`src/hw/rhs_pkg.sv`:
```
// Notes on behaviour
// - DTR goes true once reset ends and stays true.
// - A start bit on receive data starts a full character, stored in the buffer.
// - Carrier detect is sampled per character; when false the character is dropped.
// - Characters are buffered until a line feed ends the message.
// - The line feed raises RTS as holdoff; the host waits for the full reply.
// - Each reply character waits for CTS and DSR true, tested once per character.
// - After the reply terminator RTS drops and reception resumes.
// - RTS stays negated from reset until the first line feed arrives.
// - The invert bit flips RTS polarity in every state.
// - Separate bits force DSR, CTS and DCD true regardless of the pin.
// - Eight selectable rates from 50 to 9600 baud, both directions.
// - Seven or eight data bits per character.
// - Even, odd or no parity; generated on send, checked on receive.
// - One or two stop bits; eight data bits with parity force one.
// - Half duplex: no reception during a reply, no sending while receiving.
// - Characters dropped for missing carrier cause the syntax error reply.
// - Buffer overflow causes the overrun error reply.
// - A byte with bad parity causes the parity error reply.
// - A lone line feed ends a message; every reply ends with CR LF.
package rhs_pkg;

    localparam logic [7:0] A_CFG = 8'h00;
    localparam logic [7:0] A_STAT = 8'h04;
    localparam logic [7:0] A_RXD = 8'h08;
    localparam logic [7:0] A_TXD = 8'h0C;

    localparam int CF_BAUD = 0;
    localparam int CF_EIGHT = 3;
    localparam int CF_PAR = 4;
    localparam int CF_TWO = 6;
    localparam int CF_FDSR = 7;
    localparam int CF_FCTS = 8;
    localparam int CF_FDCD = 9;
    localparam int CF_INV = 10;
    localparam logic [31:0] CFG_RST = 32'h0000_038F;
    localparam logic [31:0] CFG_MASK = 32'h0000_07FF;

    localparam int ST_MSG = 0;
    localparam int ST_OVR = 1;
    localparam int ST_PAR = 2;
    localparam int ST_SYN = 3;
    localparam int ST_TXF = 4;
    localparam int ST_RTS = 5;
    localparam int ST_BUSY = 6;
    localparam int ST_CNT = 8;
    localparam int TX_TERM = 8;

    localparam logic [1:0] PAR_NONE = 2'h0;
    localparam logic [1:0] PAR_ODD = 2'h2;
    localparam logic [3:0] NBIT8 = 4'h8;
    localparam logic [3:0] NBIT7 = 4'h7;

    localparam int OVS = 16;
    localparam int MID = 8;
    localparam int BAUD_TBL [8] = '{75, 50, 300, 600, 1200, 2400, 4800, 9600};

    localparam logic [7:0] CH_CR = 8'h0D;
    localparam logic [7:0] CH_LF = 8'h0A;
    localparam logic [119:0] MSG_OVR = "OVERRUN ERROR\r\n";
    localparam logic [119:0] MSG_PAR = "PARITY ERROR\r\n";
    localparam logic [119:0] MSG_SYN = "SYNTAX ERROR\r\n";
    localparam int LEN_OVR = 15;
    localparam int LEN_PS = 14;

    localparam logic [1:0] TERM_CR = 2'h1;
    localparam logic [1:0] TERM_LF = 2'h2;

    typedef enum logic [3:0] {
        S_RX = 4'h1,
        S_HOLD = 4'h2,
        S_WAIT = 4'h4,
        S_SEND = 4'h8
    } rhs_st_t;

endpackage

```
`src/hw/rhs_serial_port.sv`:
```
`timescale 1ns/1ps
`default_nettype none
module rhs_serial_port
    import rhs_pkg::*;
#(
    parameter int CLK_HZ = 100_000_000,
    parameter int DEPTH = 32
) (
    input wire logic pclk,
    input wire logic presetn,
    input wire logic psel,
    input wire logic penable,
    input wire logic pwrite,
    input wire logic [7:0] paddr,
    input wire logic [31:0] pwdata,
    output logic [31:0] prdata,
    output logic pready,
    output logic pslverr,
    input wire logic rxd,
    input wire logic cts,
    input wire logic dsr,
    input wire logic dcd,
    output logic txd,
    output logic rts,
    output logic dtr
);

localparam int PW = $clog2(DEPTH);
localparam int DW = 24;

// --------------------------------
// Helpers
// --------------------------------
function automatic logic [DW-1:0] baud_div(input logic [2:0] sel);
    baud_div = DW'(CLK_HZ / (OVS * BAUD_TBL[sel]));
endfunction

function automatic logic [11:0] mk_frame(
    input logic [7:0] d,
    input logic eight,
    input logic [1:0] par
);
    logic [11:0] f;
    logic [7:0] m;
    f = 12'hFFF;
    m = eight ? d : {1'b0, d[6:0]};
    f[0] = 1'b0;
    f[7:1] = d[6:0];
    if (eight) begin
        f[8] = d[7];
    end
    if (par != PAR_NONE) begin
        f[eight ? 9 : 8] = (par == PAR_ODD) ^ (^m);
    end
    mk_frame = f;
endfunction

// --------------------------------
// Declarations
// --------------------------------
rhs_st_t st_ff;
logic [31:0] cfg_ff;
logic [31:0] prdata_ff;
logic [3:0] s1_ff, s2_ff, s3_ff, pin_ff;
logic [DW-1:0] bcnt_ff;
logic rx_act_ff, rx_done_ff;
logic [3:0] rx_tick_ff, rx_bit_ff;
logic [11:0] rx_sh_ff;
logic [7:0] mem [DEPTH];
logic [PW-1:0] wr_ff, rd_ff;
logic [PW:0] cnt_ff;
logic ovr_ff, par_ff, syn_ff;
logic rts_ff, rts_pin_ff, dtr_ff;
logic [7:0] tx_hold_ff, tx_char_ff;
logic tx_full_ff, tx_last_ff;
logic [1:0] term_ff;
logic [3:0] eidx_ff;
logic [11:0] tx_frame_ff;
logic [3:0] tx_tick_ff, tx_bit_ff;

logic bt, eight, hp, two;
logic [1:0] par;
logic [3:0] nd, rx_stop, tx_stop;
logic rxd_f, cts_ok, dsr_ok, dcd_ok;
logic [7:0] rx_d;
logic rx_perr, rx_ev, acc, push, pop, is_lf, full;
logic err_any, avail, take, lst, tx_end, fin;
logic [7:0] ch;
logic [119:0] msg;
logic [31:0] stat_w;
logic wr_en, tx_wr;

// --------------------------------
// Frame shape
// --------------------------------
assign eight = cfg_ff[CF_EIGHT];
assign par = cfg_ff[CF_PAR +: 2];
assign hp = par != PAR_NONE;
assign two = cfg_ff[CF_TWO] && !(eight && hp);
assign nd = eight ? NBIT8 : NBIT7;
assign rx_stop = nd + {3'h0, hp} + 4'h1;
assign tx_stop = rx_stop + {3'h0, two};

// --------------------------------
// Pin synchronisers
// --------------------------------
always_ff @(posedge pclk or negedge presetn) begin
    if (!presetn) begin
        s1_ff <= 4'h1;
        s2_ff <= 4'h1;
        s3_ff <= 4'h1;
    end else begin
        s1_ff <= {dcd, dsr, cts, rxd};
        s2_ff <= s1_ff;
        s3_ff <= s2_ff;
    end
end

always_ff @(posedge pclk or negedge presetn) begin
    if (!presetn) begin
        pin_ff <= 4'h1;
    end else begin
        for (int i = 0; i < 4; i++) begin
            if (s2_ff[i] == s3_ff[i]) begin
                pin_ff[i] <= s3_ff[i];
            end
        end
    end
end

assign rxd_f = pin_ff[0];
assign cts_ok = pin_ff[1] | cfg_ff[CF_FCTS];
assign dsr_ok = pin_ff[2] | cfg_ff[CF_FDSR];
assign dcd_ok = pin_ff[3] | cfg_ff[CF_FDCD];

// --------------------------------
// Oversampling tick
// --------------------------------
// One tick for both directions; half duplex means they never compete
assign bt = bcnt_ff >= baud_div(cfg_ff[CF_BAUD +: 3]) - DW'(1);

always_ff @(posedge pclk or negedge presetn) begin
    if (!presetn) begin
        bcnt_ff <= '0;
    end else if (bt) begin
        bcnt_ff <= '0;
    end else begin
        bcnt_ff <= bcnt_ff + DW'(1);
    end
end

// --------------------------------
// Receiver
// --------------------------------
always_ff @(posedge pclk or negedge presetn) begin
    if (!presetn) begin
        rx_act_ff <= 1'b0;
        rx_done_ff <= 1'b0;
        rx_tick_ff <= '0;
        rx_bit_ff <= '0;
        rx_sh_ff <= '0;
    end else begin
        rx_done_ff <= 1'b0;
        if (!rx_act_ff) begin
            if (st_ff == S_RX && !rxd_f) begin
                rx_act_ff <= 1'b1;
                rx_tick_ff <= 4'(MID - 1);
                rx_bit_ff <= '0;
            end
        end else if (bt) begin
            if (rx_tick_ff != 4'h0) begin
                rx_tick_ff <= rx_tick_ff - 4'h1;
            end else begin
                rx_sh_ff[rx_bit_ff] <= rxd_f;
                rx_tick_ff <= 4'(OVS - 1);
                rx_bit_ff <= rx_bit_ff + 4'h1;
                if (rx_bit_ff == 4'h0 && rxd_f) begin
                    rx_act_ff <= 1'b0;
                end else if (rx_bit_ff == rx_stop) begin
                    rx_act_ff <= 1'b0;
                    rx_done_ff <= 1'b1;
                end
            end
        end
    end
end

// Stop bit level is not checked; a bad stop still yields a character
assign rx_d = eight ? rx_sh_ff[8:1] : {1'b0, rx_sh_ff[7:1]};
assign rx_perr = hp && ((^rx_d ^ rx_sh_ff[eight ? 9 : 8]) != (par == PAR_ODD));
assign rx_ev = rx_done_ff && st_ff == S_RX;
assign acc = rx_ev && dcd_ok;
assign full = cnt_ff == (PW+1)'(DEPTH);
assign push = acc && !full;
assign is_lf = rx_d == CH_LF;

// --------------------------------
// Message buffer
// --------------------------------
// Pointers wrap naturally, so DEPTH must be a power of two
always_ff @(posedge pclk) begin
    if (push) begin
        mem[wr_ff] <= rx_d;
    end
end

always_ff @(posedge pclk or negedge presetn) begin
    if (!presetn) begin
        wr_ff <= '0;
        rd_ff <= '0;
        cnt_ff <= '0;
    end else if (fin) begin
        wr_ff <= '0;
        rd_ff <= '0;
        cnt_ff <= '0;
    end else begin
        if (push) begin
            wr_ff <= wr_ff + PW'(1);
        end
        if (pop) begin
            rd_ff <= rd_ff + PW'(1);
        end
        cnt_ff <= cnt_ff + (PW+1)'(push) - (PW+1)'(pop);
    end
end

// --------------------------------
// Error flags
// --------------------------------
always_ff @(posedge pclk or negedge presetn) begin
    if (!presetn) begin
        ovr_ff <= 1'b0;
        par_ff <= 1'b0;
        syn_ff <= 1'b0;
    end else if (fin) begin
        ovr_ff <= 1'b0;
        par_ff <= 1'b0;
        syn_ff <= 1'b0;
    end else begin
        if (rx_ev && !dcd_ok) begin
            syn_ff <= 1'b1;
        end
        if (acc && rx_perr) begin
            par_ff <= 1'b1;
        end
        if (acc && full) begin
            ovr_ff <= 1'b1;
        end
    end
end

assign err_any = ovr_ff | par_ff | syn_ff;

// --------------------------------
// Control state machine
// --------------------------------
always_ff @(posedge pclk or negedge presetn) begin
    if (!presetn) begin
        st_ff <= S_RX;
        rts_ff <= 1'b0;
    end else begin
        unique case (st_ff)
            S_RX: begin
                if (acc && is_lf) begin
                    st_ff <= S_HOLD;
                    rts_ff <= 1'b1;
                end
            end
            S_HOLD: begin
                if (avail) begin
                    st_ff <= S_WAIT;
                end
            end
            S_WAIT: begin
                if (cts_ok && dsr_ok) begin
                    st_ff <= S_SEND;
                end
            end
            S_SEND: begin
                if (tx_end) begin
                    st_ff <= tx_last_ff ? S_RX : S_HOLD;
                    if (tx_last_ff) begin
                        rts_ff <= 1'b0;
                    end
                end
            end
            default: begin
                st_ff <= S_RX;
            end
        endcase
    end
end

// --------------------------------
// Reply source
// --------------------------------
// Priority overrun, parity, syntax; only one error reply is sent
assign msg = ovr_ff ? MSG_OVR : (par_ff ? MSG_PAR : MSG_SYN);

always_comb begin
    int len;
    len = ovr_ff ? LEN_OVR : LEN_PS;
    ch = tx_hold_ff;
    lst = 1'b0;
    if (err_any) begin
        ch = msg[(len - 1 - int'(eidx_ff)) * 8 +: 8];
        lst = int'(eidx_ff) == len - 1;
    end else if (tx_full_ff) begin
        ch = tx_hold_ff;
    end else if (term_ff != 2'h0) begin
        ch = (term_ff == TERM_CR) ? CH_CR : CH_LF;
        lst = term_ff == TERM_LF;
    end
end

assign avail = err_any | tx_full_ff | (term_ff != 2'h0);
assign take = st_ff == S_HOLD && avail;
assign wr_en = psel && penable && pwrite;
assign tx_wr = wr_en && paddr == A_TXD;

always_ff @(posedge pclk or negedge presetn) begin
    if (!presetn) begin
        tx_hold_ff <= '0;
        tx_full_ff <= 1'b0;
        term_ff <= '0;
        eidx_ff <= '0;
        tx_char_ff <= '0;
        tx_last_ff <= 1'b0;
    end else begin
        if (fin) begin
            tx_full_ff <= 1'b0;
            term_ff <= '0;
            eidx_ff <= '0;
        end else if (take) begin
            tx_char_ff <= ch;
            tx_last_ff <= lst;
            if (err_any) begin
                eidx_ff <= eidx_ff + 4'h1;
            end else if (tx_full_ff) begin
                tx_full_ff <= 1'b0;
            end else begin
                term_ff <= (term_ff == TERM_CR) ? TERM_LF : 2'h0;
            end
        end
        // Software write wins over the end-of-reply clear
        if (tx_wr && pwdata[TX_TERM] && term_ff == 2'h0) begin
            term_ff <= TERM_CR;
        end else if (tx_wr && !pwdata[TX_TERM] && !tx_full_ff) begin
            tx_hold_ff <= pwdata[7:0];
            tx_full_ff <= 1'b1;
        end
    end
end

// --------------------------------
// Transmitter
// --------------------------------
assign tx_end = st_ff == S_SEND && bt && tx_tick_ff == 4'h0 && tx_bit_ff == tx_stop;
assign fin = tx_end && tx_last_ff;

always_ff @(posedge pclk or negedge presetn) begin
    if (!presetn) begin
        tx_frame_ff <= 12'hFFF;
        tx_tick_ff <= '0;
        tx_bit_ff <= '0;
    end else if (st_ff == S_WAIT && cts_ok && dsr_ok) begin
        tx_frame_ff <= mk_frame(tx_char_ff, eight, par);
        tx_tick_ff <= 4'(OVS - 1);
        tx_bit_ff <= '0;
    end else if (st_ff == S_SEND && bt) begin
        if (tx_tick_ff != 4'h0) begin
            tx_tick_ff <= tx_tick_ff - 4'h1;
        end else begin
            tx_tick_ff <= 4'(OVS - 1);
            tx_bit_ff <= tx_bit_ff + 4'h1;
            tx_frame_ff <= {1'b1, tx_frame_ff[11:1]};
        end
    end
end

// --------------------------------
// Handshake outputs
// --------------------------------
always_ff @(posedge pclk or negedge presetn) begin
    if (!presetn) begin
        dtr_ff <= 1'b0;
        rts_pin_ff <= 1'b0;
    end else begin
        dtr_ff <= 1'b1;
        rts_pin_ff <= rts_ff ^ cfg_ff[CF_INV];
    end
end

assign txd = tx_frame_ff[0];
assign rts = rts_pin_ff;
assign dtr = dtr_ff;

// --------------------------------
// APB slave
// --------------------------------
always_comb begin
    stat_w = '0;
    stat_w[ST_MSG] = st_ff == S_HOLD && !err_any;
    stat_w[ST_OVR] = ovr_ff;
    stat_w[ST_PAR] = par_ff;
    stat_w[ST_SYN] = syn_ff;
    stat_w[ST_TXF] = tx_full_ff;
    stat_w[ST_RTS] = rts_ff;
    stat_w[ST_BUSY] = st_ff == S_WAIT || st_ff == S_SEND;
    stat_w[ST_CNT +: PW+1] = cnt_ff;
end

assign pop = psel && penable && !pwrite && paddr == A_RXD && cnt_ff != '0;

always_ff @(posedge pclk or negedge presetn) begin
    if (!presetn) begin
        cfg_ff <= CFG_RST;
    end else if (wr_en && paddr == A_CFG) begin
        cfg_ff <= pwdata & CFG_MASK;
    end
end

// Read data is captured in the setup cycle so it comes from a flop
always_ff @(posedge pclk or negedge presetn) begin
    if (!presetn) begin
        prdata_ff <= '0;
    end else if (psel && !penable) begin
        unique case (paddr)
            A_CFG: prdata_ff <= cfg_ff;
            A_STAT: prdata_ff <= stat_w;
            A_RXD: prdata_ff <= (cnt_ff != '0) ? {24'h0, mem[rd_ff]} : '0;
            default: prdata_ff <= '0;
        endcase
    end
end

assign prdata = prdata_ff;
assign pready = 1'b1;
assign pslverr = psel && penable && (pwrite ? !(paddr == A_CFG || paddr == A_TXD)
                                            : !(paddr == A_CFG || paddr == A_STAT
                                                || paddr == A_RXD));

endmodule // rhs_serial_port
`default_nettype wire

```
`config.mk`:
```
export PLATFORM = sky130hd
export DESIGN_NAME = rhs_serial_port
export DESIGN_NICKNAME = d
export VERILOG_FILES = /design/src/hw/rhs_pkg.sv /design/src/hw/rhs_serial_port.sv
export SDC_FILE = /design/constraint.sdc
export NUM_CORES = 1
export LEC_CHECK = 0
export ABC_AREA = 1
export BUFFER_PORTS_ARGS = -buffer_cell sky130_fd_sc_hd__buf_2
export CORE_MARGIN = 8
export CORE_UTILIZATION = 30
export DETAILED_ROUTE_END_ITERATION = 6
export MAX_ROUTING_LAYER = met4
export PLACE_DENSITY_LB_ADDON = 0.2
export SLEW_MARGIN = 10
export SYNTH_ARGS = -nofsm -noshare
export SYNTH_HDL_FRONTEND = slang
export SYNTH_SLANG_ARGS = --single-unit
```
`constraint.sdc`:
```
create_clock -name pclk -period 48.6 [get_ports pclk]
set_input_delay 4.86 -clock pclk [delete_from_list [all_inputs] [get_ports pclk]]
set_output_delay 4.86 -clock pclk [all_outputs]
set_load 0.03 [all_outputs]
```
==> results of run 1 <==
## cell usage in the layout (no fill, tap or decap), types with 43 or more instances in the layout
| cell | n |
|---|---|
| nand2_1 | 1022 |
| nor2_1 | 539 |
| inv_1 | 502 |
| o21ai_0 | 351 |
| nand3_1 | 325 |
| buf_4 | 311 |
| ha_1 | 275 |
| edfxtp_1 | 256 |
| a21oi_1 | 223 |
| xor2_1 | 150 |
| dfrtp_1 | 128 |
| nand4_1 | 105 |
| nor3_1 | 72 |
| nand2_2 | 65 |
| xnor2_1 | 63 |
| o21ai_1 | 60 |
| o22ai_1 | 46 |
| buf_2 | 44 |
| clkbuf_16 | 43 |
## per-layer routing
metal | routed length [um] | up-vias | track usage (%) | share of wire, %
met5 | 0 | - | - | 0
met4 | 2610 | 0 | 3.70 | 2.1
met3 | 6920 | 144 | 1.80 | 5.5
met2 | 57500 | 835 | 30.8 | 45
met1 | 59800 | 15966 | 26.1 | 47
li1 | - | 16907 | - | -
## sequential cells by signal, summed over array words and instances, names as in the netlist, 5 cells and up
name         count
mem            256
bcnt_ff         24
prdata          14
rd_ff            5
cnt_ff           6
cfg_ff          11
tx_hold_ff       8
tx_frame_ff     10
tx_char_ff       8
rx_sh_ff         9
wr_ff            5
## stage by stage
step                      instances  hold slack (ns)  instance area, um2  utilization, %
after floorplan                4865            0.331               36000               -
after global placement         6668            0.333               39600            33.2
after detailed placement       6668            0.346               39600            33.2
after CTS                      6744            0.360               41100            34.4
after global routing           6757            0.369               41300            34.6
final                          6757            0.354               41300            34.6
## kinds of logic after synthesis
| logic type | count (synthesis) | synth area share [%] |
|---|---|---|
| compound gates | 891 | 14.3 |
| mux | 10 | 0.289 |
| other cells | 2 | 0.0209 |
| flops | 408 | 32.0 |
| fa+ha+maj | 286 | 10.0 |
| buf+inv | 718 | 8.84 |
| xor+xnor | 213 | 5.19 |
| simple gates | 2317 | 29.3 |
## cell usage after synthesis, types with 32 or more instances
| master | count |
|---|---|
| o21ai_0 | 366 |
| a21oi_1 | 224 |
| nand4_1 | 105 |
| nand3_1 | 325 |
| o22ai_1 | 46 |
| nand3_2 | 35 |
| ha_1 | 278 |
| xnor2_1 | 63 |
| edfxtp_1 | 256 |
| o21ai_1 | 47 |
| nor2_1 | 542 |
| nand2_2 | 66 |
| xor2_1 | 150 |
| buf_6 | 35 |
| nor3_1 | 73 |
| dfrtp_1 | 130 |
| buf_4 | 35 |
| o221ai_1 | 32 |
| inv_2 | 37 |
| nand2_1 | 1024 |
| inv_1 | 506 |
| clkbuf_1 | 71 |
## worst max-delay path, delay by kind of cell (launching register included)
kind                     cells  cell delay, ns
AO/OA/AOI/OAI               71           12.63
XOR/XNOR                     3            0.54
adder cells (fa/ha/maj)     27            8.65
buffers and inverters       47            5.02
flip-flops                   1            0.74
AND/OR/NAND/NOR            149           16.63
## layout make-up
cell class              count  area share (%)
multi-input cells        3740            51.9
inverters                 558            5.13
repair inverters            1          0.0182
repair buffers            362            6.51
clock inverters            25           0.906
clock buffers              51            2.68
flip-flops and latches    408            27.9
well taps                1612            4.89
## how the worst max path moves through the flow
stage	depth (start not counted)	start	end
3_3_place_gp	302	cfg_ff[1]	tx_frame_ff[4]
2_1_floorplan	302	cfg_ff[1]	tx_frame_ff[6]
5_1_grt	321	cfg_ff[1]	rx_sh_ff[3]
4_1_cts	291	cfg_ff[1]	tx_frame_ff[3]
3_5_place_dp	289	cfg_ff[1]	bcnt_ff[4]
6_report	297	cfg_ff[1]	rd_ff[1]
## what timing repair did
action | CTS | global route
setup endpoints to repair | 0 | 91
setup buffers | 0 | 11
gates resized for setup | 0 | 48
==> impl_metrics.ini, run 1 <==
[place]
portBuffers = 45
globalplace.congestion = 0.941
place_ws_ns = 1.58
dpl.hpwl_mm = 94.0

[setup_path]
rr_endpoint = rd_ff[1]
slowest_stage = dfstp_4
start_kind = flip-flop
cpMostUsedCell = nand2_1
reg2reg_depth = 297
critPathKind = reg -> reg
slowest_delay_ns = 0.74
r2r_setup_slack_ns = 4.17
cp.required_ns = 49.06
critPathMaxFanout = 18
r2r_start = cfg_ff[1]
cp_data_arrival_time_ns = 44.89
end_kind = flip-flop

[sta]
relSlewSlack_pct = 23.7
layout_setup_ws_ns = 4.17
fin_setup_tns_ns = 0
fin_skew_ns = 0.0245
hold_viol = 0
rsz0062_at_grt = no
layout_min_cycle_time_ns = 44.43
setup_viol = 0
worstMarginPinSlew_ns = 1.14
max_freq_mhz = 22.5
drv_slew = 0
fin_crit_sh_pct = 91.4

[yosys]
yosysWarnings = 0
synth-seq-cells = 408
synth_ff_type = edfxtp_1
synthTopCellsByArea = edfxtp_1, nand2_1, ha_1, dfrtp_1, nor2_1
syn_avg_cell_area_um2 = 7.42
ys_seq_area_share_pct = 32.0
synth_cells = 4845
netlist_area_mm2 = 0.0359
async_flop_share_pct = 37.3
synth_top_area_cell = edfxtp_1
netlist-cell-type-count = 86
synth_top_area_share_pct = 21.4
synth-edff-count = 256

[route]
first_iter_violations = 2346
ant_nets = 0
wirelength_mm = 127
wire_per_inst_um = 18.8
dr.pass1.iters = 6
vias = 33852
vias_per_cell = 5.01
drc = 0

[finish]
nets = 5444
synthToLayoutAreaGrowth_pct = 14.9
regArea_mm2 = 0.0115
fill_cells = 12770
diodes = 0
drive_above_1_share_pct = 14.2
multi_input_area_mm2 = 0.0214

[hold_path]
min-delay-start = s1_ff[1]
hold_end = s2_ff[1]
whs_path_depth = 0
worstHoldPathType = reg -> reg

[clock_tree]
numCtsBuffers = 42
clk_pin_slew_ns = 0.06
clkLatencyLatePin_ns = 0.59
clock_sinks = 408
cts_tree = done
cts_max_level = 2
ctsHoldBuffers = 0
clock_path_buffers = 3
clock_tree.root_cell = clkbuf_16

[die]
io_pins = 86
die_area_mm2 = 0.131
die_x_um = 362
start_util_pct = 30.1
core_area_mm2 = 0.119
row_count = 127
die_h_um = 362

[run]
cap_violations = 0

[grt]
grt_max_degree = 82
grt_pass1_wl_mm = 192
grt_pass1_vias = 32032
grt_usage_pct = 19.0
antenna_found_initial = 2
overflow = 0

[run_status]
outcome = finished clean
Power of run 1 is left out: the tool's default activity adds up to more than one toggle a clock period on the data nets, which glitch-free logic cannot reach.
==> run 2: changes to the inputs <==
CAP_MARGIN = 10   (was unset)
clock period = 37.8 ns   (was 48.6 ns; I/O delays follow)
==> run 2 against run 1 <==
Against the previous run:
- the run now ends with negative setup slack left
- register-to-register slack got worse by 4.7 ns
- cell count increased by 15%
- global-route usage increased by 1.4 points
- utilization increased by 9.1 points
- worst hold slack about the same
- via count increased by 12%
- count of clock-buffer cells in the layout increased by 7
- clock skew increased by 0.025 ns
- sequential share of layout area decreased by 5.8 points
- final area increased by 26%
- first-iteration DRC count decreased by 0.68%
- die area unchanged
==> impl_metrics.ini, run 2 (synthesized netlist as in run 1, its figures left out) <==
[run_status]
outcome = finished with violations
failed_checks = negative setup slack

[clock_tree]
clock_tree.root_cell = clkbuf_16
cts_max_level = 2
clk_pin_slew_ns = 0.06
numCtsBuffers = 40
clock_sinks = 408
cts_tree = done
ctsHoldBuffers = 0
clock_path_buffers = 3
clkLatencyLatePin_ns = 0.56

[sta]
hold_viol = 0
layout_setup_ws_ns = -0.571
max_freq_mhz = 26.1
setup_viol = 91
layout_min_cycle_time_ns = 38.37
drv_slew = 0
worstMarginPinSlew_ns = 1.22
rsz0062_at_grt = yes
fin_skew_ns = 0.0498
relSlewSlack_pct = 18.2
fin_crit_sh_pct = 102

[setup_path]
cp_data_arrival_time_ns = 38.77
cpMostUsedCell = nand2_2
slowest_delay_ns = 0.55
start_kind = flip-flop
end_kind = flip-flop
cp.required_ns = 38.20
critPathMaxFanout = 8
critPathKind = reg -> reg
slowest_stage = dfstp_2

[grt]
use_met3_pct = 1.77
busiest_layer = met2
grt_max_degree = 92
grt_usage_pct = 20.4
antenna_found_initial = 1
grt_pass1_wl_mm = 208
grtUsageMet2_pct = 33.8
use_met1_pct = 27.3
grt_pass1_vias = 36296
overflow = 0

[route]
ant_nets = 0
first_iter_violations = 2330
dr.pass1.iters = 6
wire_per_inst_um = 17.8
vias = 37910
wirelength_mm = 138
vias_per_cell = 4.90
drc = 0

[run]
cap_violations = 0

[die]
die_h_um = 362
die_area_mm2 = 0.131
row_count = 127
die_x_um = 362
core_area_mm2 = 0.119
io_pins = 86
start_util_pct = 30.1

[hold_path]
worstHoldPathType = reg -> reg

[finish]
final_common_cell = buf_4
synthToLayoutAreaGrowth_pct = 45.1
nets = 6426
top_register = mem
final_cell_mix = buf_4, nand2_1, nor2_1
largest_reg_flops = 256
drive_above_1_share_pct = 36.4
fin_cells = 7739

[place]
dp.cells = 7413
portBuffers = 45
globalplace.congestion = 0.939
dpl.hpwl_mm = 100
## run 2: area by class of cell
| cell class | count | area [um2] |
|---|---|---|
| inverter | 558 | 2220 |
| tap | 1612 | 2020 |
| sequential | 408 | 11500 |
| multi-input combinational | 3741 | 24800 |
| timing repair inverter | 3 | 20.0 |
| fill | 11997 | 67200 |
| clock inverter | 15 | 186 |
| antenna | 1 | 2.50 |
| timing repair buffer | 1343 | 10300 |
| clock buffer | 58 | 1170 |
## run 2: metrics by stage
stage	TNS, ns	setup slack, ns	util [%]	cell area [um2]	hold WS (ns)
6_report	-43.84	-0.571	43.7	52200	0.354
5_1_grt	-234.47	-2.66	43.7	52200	0.365
4_1_cts	-12.48	-0.214	42.0	50100	0.359
3_5_place_dp	-279.43	-3.19	38.2	45600	0.336
3_3_place_gp	-259.86	-2.97	38.2	45600	0.333
2_1_floorplan	0	0.000323	-	36600	0.331
## run 2: per-layer routing
layer | part of all wire [%] | up-vias | routed length [um]
met4 | 2.5 | 0 | 3390
met1 | 46 | 17939 | 63600
met3 | 4.6 | 197 | 6350
met5 | 0 | - | 0
li1 | - | 18906 | -
met2 | 47 | 868 | 64300
## run 2: worst paths after layout
check                      slack, ns  cells past startpoint      start            end
max                            -0.57                    288  cfg_ff[1]  rx_tick_ff[2]
min                             0.35                      0   s1_ff[1]       s2_ff[1]
max reg2reg                    -0.57                    288  cfg_ff[1]  rx_tick_ff[2]
min reg2reg                     0.35                      0   s1_ff[1]       s2_ff[1]
max in group asynchronous      33.10                      2    presetn    rx_sh_ff[7]
min in group asynchronous       3.30                      1    presetn     term_ff[0]
## run 2: repair_timing
item                                    4_1_cts  5_1_grt
endpoints found under the setup margin       91       91
pin swaps                                   257      267
buffers inserted                            179       73
resized for setup                           414      339
cloned                                        5        0
## run 2: critical path: cells and delay by family, from the launching register on
kind            cells  cell delay (ns)
flops               1             0.55
compound gates     75            10.71
simple gates      131            13.32
buf+inv            49             5.15
xor+xnor            6             0.96
fa+ha+maj          27             7.43
Power of run 2 is left out for the same reason.
